<file path="config.mk">
export PLATFORM = sky130hd
export DESIGN_NAME = adcrs_result_slots
export DESIGN_NICKNAME = d
export VERILOG_FILES = /design/src/verilog/adcrs_pkg.sv /design/src/verilog/adcrs_result_slots.sv
export VERILOG_INCLUDE_DIRS = /design/src /design/src/verilog
export SDC_FILE = /design/constraint.sdc
export NUM_CORES = 1
export LEC_CHECK = 0
export ABC_AREA = 1
export BUFFER_PORTS_ARGS = -buffer_cell sky130_fd_sc_hd__buf_4
export CORE_MARGIN = 2
export CORE_UTILIZATION = 46
export CTS_CLUSTER_SIZE = 25
export DETAILED_ROUTE_END_ITERATION = 12
export PLACE_DENSITY = 0.76
export SYNTH_ARGS = -nofsm -noshare
export SYNTH_HDL_FRONTEND = slang
export SYNTH_SLANG_ARGS = --single-unit
</file>
<file path="constraint.sdc">
create_clock -name i_clock -period 2 [get_ports i_clock]
set_clock_uncertainty 0.2 [all_clocks]
set_input_delay 0.3 -clock i_clock [delete_from_list [all_inputs] [get_ports i_clock]]
set_output_delay 0.3 -clock i_clock [all_outputs]
set_load 0.01 [all_outputs]
</file>
<file path="src/verilog/adcrs_defs.svh">
// Constants of the result-slot block: offsets, field positions, reset values.
// How it works
// - Result sits in bits 15..6; bits 31..16 and 5..2 read zero; read-only.
// - Bit 1 overrun sets when a new result replaces an unread one.
// - Reading the register clears its overrun bit.
// - Bit 0 result-stored sets whenever a result is written into the slot.
// - Reading the register clears its result-stored bit, unless a result is written into the slot in the same cycle.
`ifndef ADCRS_DEFS_SVH
`define ADCRS_DEFS_SVH
`define ADCRS_OFF_SLOT_TWO 8'h00
`define ADCRS_OFF_SLOT_THREE 8'h04
`define ADCRS_OFF_SLOT_FOUR 8'h08
`define ADCRS_OFF_IRQ_STATUS 8'h0C
`define ADCRS_OFF_IRQ_MASK 8'h10
`define ADCRS_VALUE_LSB 6
`define ADCRS_VALUE_MSB 15
`define ADCRS_OVERRUN_BIT 1
`define ADCRS_STORED_BIT 0
`define ADCRS_RESET_WORD 32'h0000_0000
`define ADCRS_RESET_IRQ 6'h00
`endif

</file>
<file path="src/verilog/adcrs_pkg.sv">
// Types shared by the result-slot block.
package adcrs_pkg;
  typedef enum logic [1:0] {
    ADCRS_SLOT_TWO = 2'h0,
    ADCRS_SLOT_THREE = 2'h1,
    ADCRS_SLOT_FOUR = 2'h2
  } adcrs_slot_t;
endpackage

</file>
<file path="src/verilog/adcrs_result_slots.sv">
// Result slots two to four of the converter, with read-clear flags and interrupt.
//
// The placing of the registers and strobed register access were left to the implementer.
`timescale 1ns/100ps
`include "adcrs_defs.svh"
module adcrs_result_slots
#(
  parameter int RESULT_WIDTH = 10,
  parameter int ADDR_WIDTH = 8
)
(
  input wire logic i_clock,
  input wire logic i_rst,
  input wire logic [ADDR_WIDTH-1:0] i_addr,
  input wire logic [31:0] i_wdata,
  input wire logic i_write,
  input wire logic i_read,
  output logic [31:0] o_rdata,
  input wire logic i_result_write,
  input wire logic [1:0] i_result_slot,
  input wire logic [RESULT_WIDTH-1:0] i_result_value,
  output logic o_irq
);

  // Refuse sizes that the fixed register layout cannot hold.
  if (RESULT_WIDTH != `ADCRS_VALUE_MSB - `ADCRS_VALUE_LSB + 1)
  begin : g_bad_width
    $error("adcrs_result_slots: result field is fixed at ten bits");
  end
  if (ADDR_WIDTH < 5)
  begin : g_bad_addr
    $error("adcrs_result_slots: address too narrow for the map");
  end

  localparam int NSLOT = 3;

  logic [RESULT_WIDTH-1:0] value [NSLOT];
  logic [NSLOT-1:0] stored;
  logic [NSLOT-1:0] overrun;
  logic [NSLOT-1:0] slot_read;
  logic [NSLOT-1:0] slot_write;
  logic [2*NSLOT-1:0] irq_status;
  logic [2*NSLOT-1:0] irq_mask;
  logic [2*NSLOT-1:0] next_events;
  logic [31:0] next_rdata;

  // Maps a register offset to its slot index, or all ones if none.
  function automatic logic [1:0] slot_of(input logic [ADDR_WIDTH-1:0] a);
    logic [1:0] s;
    s = 2'h3;
    if (a == ADDR_WIDTH'(`ADCRS_OFF_SLOT_TWO))
      s = 2'(adcrs_pkg::ADCRS_SLOT_TWO);
    else if (a == ADDR_WIDTH'(`ADCRS_OFF_SLOT_THREE))
      s = 2'(adcrs_pkg::ADCRS_SLOT_THREE);
    else if (a == ADDR_WIDTH'(`ADCRS_OFF_SLOT_FOUR))
      s = 2'(adcrs_pkg::ADCRS_SLOT_FOUR);
    return s;
  endfunction

  ////////////////////////////////////////////////////////////////////////////
  // Per-slot storage and flags.

  genvar g;
  generate
    for (g = 0; g < NSLOT; g++)
    begin : g_slot
      assign slot_read[g] = i_read && (slot_of(i_addr) == 2'(g));
      assign slot_write[g] = i_result_write && (i_result_slot == 2'(g));

      always_ff @(posedge i_clock or posedge i_rst)
      begin
        if (i_rst)
          value[g] <= '0;
        else if (slot_write[g])
          value[g] <= i_result_value;
      end

      // A new result wins over a read clear of the stored flag in the same cycle; the overrun flag still clears.
      always_ff @(posedge i_clock or posedge i_rst)
      begin
        if (i_rst)
        begin
          stored[g] <= 1'b0;
          overrun[g] <= 1'b0;
        end
        else if (slot_write[g])
        begin
          stored[g] <= 1'b1;
          if (stored[g] && !slot_read[g])
            overrun[g] <= 1'b1;
          else if (slot_read[g])
            overrun[g] <= 1'b0;
        end
        else if (slot_read[g])
        begin
          stored[g] <= 1'b0;
          overrun[g] <= 1'b0;
        end
      end

      assign next_events[2*g] = slot_write[g];
      assign next_events[2*g+1] = slot_write[g] && stored[g] && !slot_read[g];
    end
  endgenerate

  ////////////////////////////////////////////////////////////////////////////
  // Interrupt status, write one to clear; set wins over clear.

  always_ff @(posedge i_clock or posedge i_rst)
  begin
    if (i_rst)
      irq_status <= `ADCRS_RESET_IRQ;
    else if (i_write && i_addr == ADDR_WIDTH'(`ADCRS_OFF_IRQ_STATUS))
      irq_status <= (irq_status & ~i_wdata[2*NSLOT-1:0]) | next_events;
    else
      irq_status <= irq_status | next_events;
  end

  always_ff @(posedge i_clock or posedge i_rst)
  begin
    if (i_rst)
      irq_mask <= `ADCRS_RESET_IRQ;
    else if (i_write && i_addr == ADDR_WIDTH'(`ADCRS_OFF_IRQ_MASK))
      irq_mask <= i_wdata[2*NSLOT-1:0];
  end

  assign o_irq = |(irq_status & irq_mask);

  ////////////////////////////////////////////////////////////////////////////
  // Read data, one cycle after the strobe; flags as they stood before.

  always_comb
  begin
    next_rdata = 32'h0000_0000;
    if (slot_of(i_addr) != 2'h3)
    begin
      next_rdata[`ADCRS_VALUE_MSB:`ADCRS_VALUE_LSB] = value[slot_of(i_addr)];
      next_rdata[`ADCRS_OVERRUN_BIT] = overrun[slot_of(i_addr)];
      next_rdata[`ADCRS_STORED_BIT] = stored[slot_of(i_addr)];
    end
    else if (i_addr == ADDR_WIDTH'(`ADCRS_OFF_IRQ_STATUS))
      next_rdata[2*NSLOT-1:0] = irq_status;
    else if (i_addr == ADDR_WIDTH'(`ADCRS_OFF_IRQ_MASK))
      next_rdata[2*NSLOT-1:0] = irq_mask;
  end

  always_ff @(posedge i_clock or posedge i_rst)
  begin
    if (i_rst)
      o_rdata <= `ADCRS_RESET_WORD;
    else if (i_read)
      o_rdata <= next_rdata;
    else
      o_rdata <= `ADCRS_RESET_WORD;
  end

  ////////////////////////////////////////////////////////////////////////////
  // Checks.

  // Every slot gets the same set of flag and value checks.
  generate
    for (g = 0; g < NSLOT; g++)
    begin : g_check
      a_stored_sets: assert property (@(posedge i_clock) disable iff (i_rst)
        slot_write[g] |=> stored[g])
        else $error("stored flag not set after result write");
      a_overrun_sets: assert property (@(posedge i_clock) disable iff (i_rst)
        slot_write[g] && stored[g] && !slot_read[g] |=> overrun[g])
        else $error("overrun not set on unread replace");
      a_overrun_stored: assert property (@(posedge i_clock) disable iff (i_rst)
        overrun[g] |-> stored[g])
        else $error("overrun flag without a stored result");
      a_overrun_read_clear: assert property (@(posedge i_clock) disable iff (i_rst)
        slot_read[g] && !slot_write[g] |=> !overrun[g])
        else $error("overrun not cleared by read");
      a_stored_read_clear: assert property (@(posedge i_clock) disable iff (i_rst)
        slot_read[g] && !slot_write[g] |=> !stored[g])
        else $error("stored flag not cleared by read");
      a_flags_hold: assert property (@(posedge i_clock) disable iff (i_rst)
        !slot_write[g] && !slot_read[g]
          |=> stored[g] == $past(stored[g]) && overrun[g] == $past(overrun[g]))
        else $error("result flags moved with no write or read");
      a_read_old_flags: assert property (@(posedge i_clock) disable iff (i_rst)
        slot_read[g] |=> o_rdata[1:0] == {$past(overrun[g]), $past(stored[g])})
        else $error("read did not show flags before clear");
      a_write_beats_clear: assert property (@(posedge i_clock) disable iff (i_rst)
        slot_read[g] && slot_write[g] |=> stored[g] && !overrun[g])
        else $error("read clear beat a new result");
      a_value_read: assert property (@(posedge i_clock) disable iff (i_rst)
        slot_write[g] ##1 (slot_read[g] && !slot_write[g])
          |=> o_rdata[`ADCRS_VALUE_MSB:`ADCRS_VALUE_LSB] == $past(i_result_value, 2))
        else $error("slot value not at bits 15..6");
      a_slot_read_only: assert property (@(posedge i_clock) disable iff (i_rst)
        i_write && slot_of(i_addr) == 2'(g) && !slot_write[g]
          |=> value[g] == $past(value[g]))
        else $error("bus write changed a result slot");
      a_status_sets: assert property (@(posedge i_clock) disable iff (i_rst)
        slot_write[g] |=> irq_status[2*g])
        else $error("status bit not set by a stored result");
    end
  endgenerate

  a_zero_fields: assert property (@(posedge i_clock) disable iff (i_rst)
    $past(|slot_read) |-> o_rdata[31:16] == 16'h0000 && o_rdata[5:2] == 4'h0)
    else $error("reserved bits not zero");
  a_rdata_quiet: assert property (@(posedge i_clock) disable iff (i_rst)
    !i_read |=> o_rdata == 32'h0000_0000)
    else $error("read data not zero outside a read");
  a_status_w1c: assert property (@(posedge i_clock) disable iff (i_rst)
    i_write && i_addr == ADDR_WIDTH'(`ADCRS_OFF_IRQ_STATUS) && next_events == '0
      |=> irq_status == ($past(irq_status) & ~$past(i_wdata[2*NSLOT-1:0])))
    else $error("status bits not cleared by a written one");
  a_mask_write: assert property (@(posedge i_clock) disable iff (i_rst)
    i_write && i_addr == ADDR_WIDTH'(`ADCRS_OFF_IRQ_MASK)
      |=> irq_mask == $past(i_wdata[2*NSLOT-1:0]))
    else $error("mask not taken from a bus write");

  c_overrun: cover property (@(posedge i_clock) disable iff (i_rst) |overrun);
  c_clash: cover property (@(posedge i_clock) disable iff (i_rst)
    |(slot_read & slot_write));
  c_read_after_store: cover property (@(posedge i_clock) disable iff (i_rst)
    slot_write[2] ##1 slot_read[2]);
  c_irq: cover property (@(posedge i_clock) disable iff (i_rst) o_irq);

endmodule // adcrs_result_slots

</file>
==> summary.txt <==
Floorplanning
  – Die Height: 84.3 um
  – Horiz. Die Dim: 84.3 um
  – Io pins: 90
  – Core area: 6280 sq um
  – Starting Density: 47.3%
  – # rows: 29
  – Die Area: 7110 sq um

Synthesis
  – Sequential-to-total area share from yosys stat: 54.0%
  – Most numerous cell in the Yosys netlist: nand2_1
  – Synth Flop Type: dfrtp_1
  – Ys async rst share: 100%
  – Mapped Area: 2970 sq um
  – Post-synth top area cell: dfrtp_1
  – Register bit count reported by yosys: 64
  – Synth unique cells: 23
  – Syn_area_per_cell: 8.36 sq um
  – Top cell type's share of synthesized area: 54.0%
  – Commonest cells in the netlist: nand2_1 (94), dfrtp_1 (64), inv_1 (44)
  – Area contributors post-synth: dfrtp_1 (54%), nand2_1 (12%), o21ai_0 (6.7%), inv_1 (5.6%), nand3_1 (5.6%)
  – Syn Inst Count: 355
  – Synth Warn #: 0
  – Post-synth EDFFs: 0

Worst setup path
  – Worst EP required: 1.50 ns
  – CP Capture Type: output pin
  – Data arrival, critical path: 1.38 ns
  – WP buf/inv: 1
  – Maximum fanout along the worst path: 3
  – Largest incremental delay on the critical path: 0.40 ns
  – Startpoint Class: register
  – Worst setup path class: register to output pin
  – Slowest CP cell: dfrtp_1
  – CP delay by family, top: flip-flops
  – Worst-path cell chain: nand2_1 > o21ai_0 > a221oi_1 > nand3_1 > buf_4

Placed design
  – Placed Area: 3360 sq um
  – Routability cong.: 0.784
  – IO Port Bufs: 47
  – Dpl hpwl: 4.33 mm
  – Pre-CTS setup slack: 0.221 ns
  – Placed Instances: 474

Run
  – Max-cap viol count: 0

Timing
  – Top achievable clock speed: 532 MHz
  – Final WS setup: 0.121 ns
  – Final Setup Violations: 0
  – Slew @ Worst Pin: 0.671 ns
  – Slew Limit Fails: 0
  – Tmin final: 1.88 ns
  – Worst slew margin: 55.2%
  – Final cycle utilization of the critical path: 93.9%
  – Final-report hold violation count: 0
  – Setup Total Neg Slack: 0 ns
  – RSZ-0062 raised after global routing: false

Clock tree
  – # Post-CTS Setup Buffers: 0
  – Clock latency on the worst-skew pair: 0.35 ns
  – Clock sinks: 64
  – Clk slew on worst S/H paths: 0.07 ns
  – CTS H-tree lvls: 3
  – Clock Tree Buf Depth: 2
  – Root Buffer: clkbuf_8
  – CTS tree: built
  – CTS Buf Count: 9

Power and ir drop
  – Leakage power figure: 1.90 nW
  – Total power divided by cell area: 784 nW/um^2
  – Pwr Total: 2.84 mW
  – Max VDD drop: 0.000546 V

Global route
  – Largest net degree at the start of global routing: 65
  – Total GRT Usage: 18.8%
  – First-pass GRT wire length: 10.5 mm
  – Vias in the first global route: 2,287
  – Initial antenna violation count: 0
  – Gr ovfl total: 0

Route
  – DRC viols: 0
  – Vias per Instance: 4.94
  – DR pass1 iterations: 5
  – Detailed Route Iter0 Violations: 157
  – DRT Wirelength: 6.43 mm
  – DR WL/cell: 13.0 um
  – Antenna viol nets, final: 0
  – Via count: 2,449

Cells and area
  – Syn-to-layout area delta: 22.0%
  – Fin area: 3620 sq um
  – Fin cells: 496
  – Final nets: 471
  – Share of layout cells above drive strength 1: 19.8%
  – Antenna cell count: 0

Status
  – Status: completed

Worst hold path
  – Worst min path class: input port to register
==> logic make-up (layout without fill, tap and decap cells) <==
group	after synthesis	in the layout	synth area share (%)
simple gates	160	160	23.9
buf+inv	73	122	11.9
flops	64	64	54.0
compound gates	57	57	10.1
other cells	1	16	0.126
==> state kept, by name (all words and copies together) (netlist names) <==
register    count
stored          3
value          30
overrun         3
irq_mask        6
irq_status      6
o_rdata        16
==> routing by layer <==
| metal | share of wire, % | routed length (um) | GRT usage (%) |
|---|---|---|---|
| met1 | 44 | 2820 | 24.1 |
| met2 | 50 | 3190 | 30.4 |
| met3 | 5.0 | 324 | 3.64 |
| met4 | 1.5 | 99 | 9.68 |
| met5 | 0 | 0 | 0 |
==> repair_timing <==
item | 4_1_cts | 5_1_grt
hold buffers | 6 | 0
endpoints found under the setup margin | 0 | 0
hold endpoints to repair | 69 | 0
resized for setup | 0 | 0
==> final cells by class <==
class	instances	area, sq um
clock buffer	9	124
sequential	64	1600
fill	582	2660
timing repair buffer	61	485
clock inverter	7	72.6
inverter	45	173
tap	77	96.3
multi-input combinational	233	1070
==> worst paths after layout <==
path | endpoint | cells after the start | from | slack [ns]
worst min-delay path | irq_status[1]$_DFF_PP0_ | 4 | i_wdata[1] | 0.01
min in group asynchronous | value[16]$_DFFE_PP0P_ | 4 | i_rst | 0.39
worst min register to register | irq_status[0]$_DFF_PP0_ | 2 | irq_status[0]$_DFF_PP0_ | 0.28
worst max-delay path | o_irq | 5 | irq_status[4]$_DFF_PP0_ | 0.12
worst max register to register | o_rdata[0]$_DFF_PP0_ | 5 | stored[2]$_DFFE_PP0P_ | 0.89
max in group asynchronous | o_rdata[0]$_DFF_PP0_ | 4 | i_rst | 0.93
==> placed cells by master, fill, tap and decap left out, drive strengths merged <==
master / n
a31oi: 6
inv: 44
nor3: 7
nand3: 33
clkbuf: 9
dlygate4sd3: 6
o21ai: 43
a221oi: 1
clkinvlp: 3
nor2: 24
clkinv: 4
o21bai: 1
dfrtp: 64
nand2: 96
bufinv: 1
buf: 55
conb: 16
a21oi: 6
==> tightest hold or removal path, stage by stage <==
cell and delay [ns]:
buf_4 0.09, nand2_1 0.04, nand2_1 0.05, nand2_1 0.04
==> per-stage QoR <==
stage	utilization (%)	hold WS, ns
2_1_floorplan	-	0.221
3_3_place_gp	53.6	0.216
3_5_place_dp	53.6	0.218
4_1_cts	57.7	0.00276
5_1_grt	57.7	0.0133
6_report	57.7	0.0102
==> power by group <==
group          leakage [nW]  internal [mW]  switching, mW
combinational          1.03          0.113          0.169
sequential            0.776           1.40         0.0580
clock                0.0952          0.574          0.523
total                  1.90           2.09          0.749
Note: power is estimated with default switching activity, not from simulation.
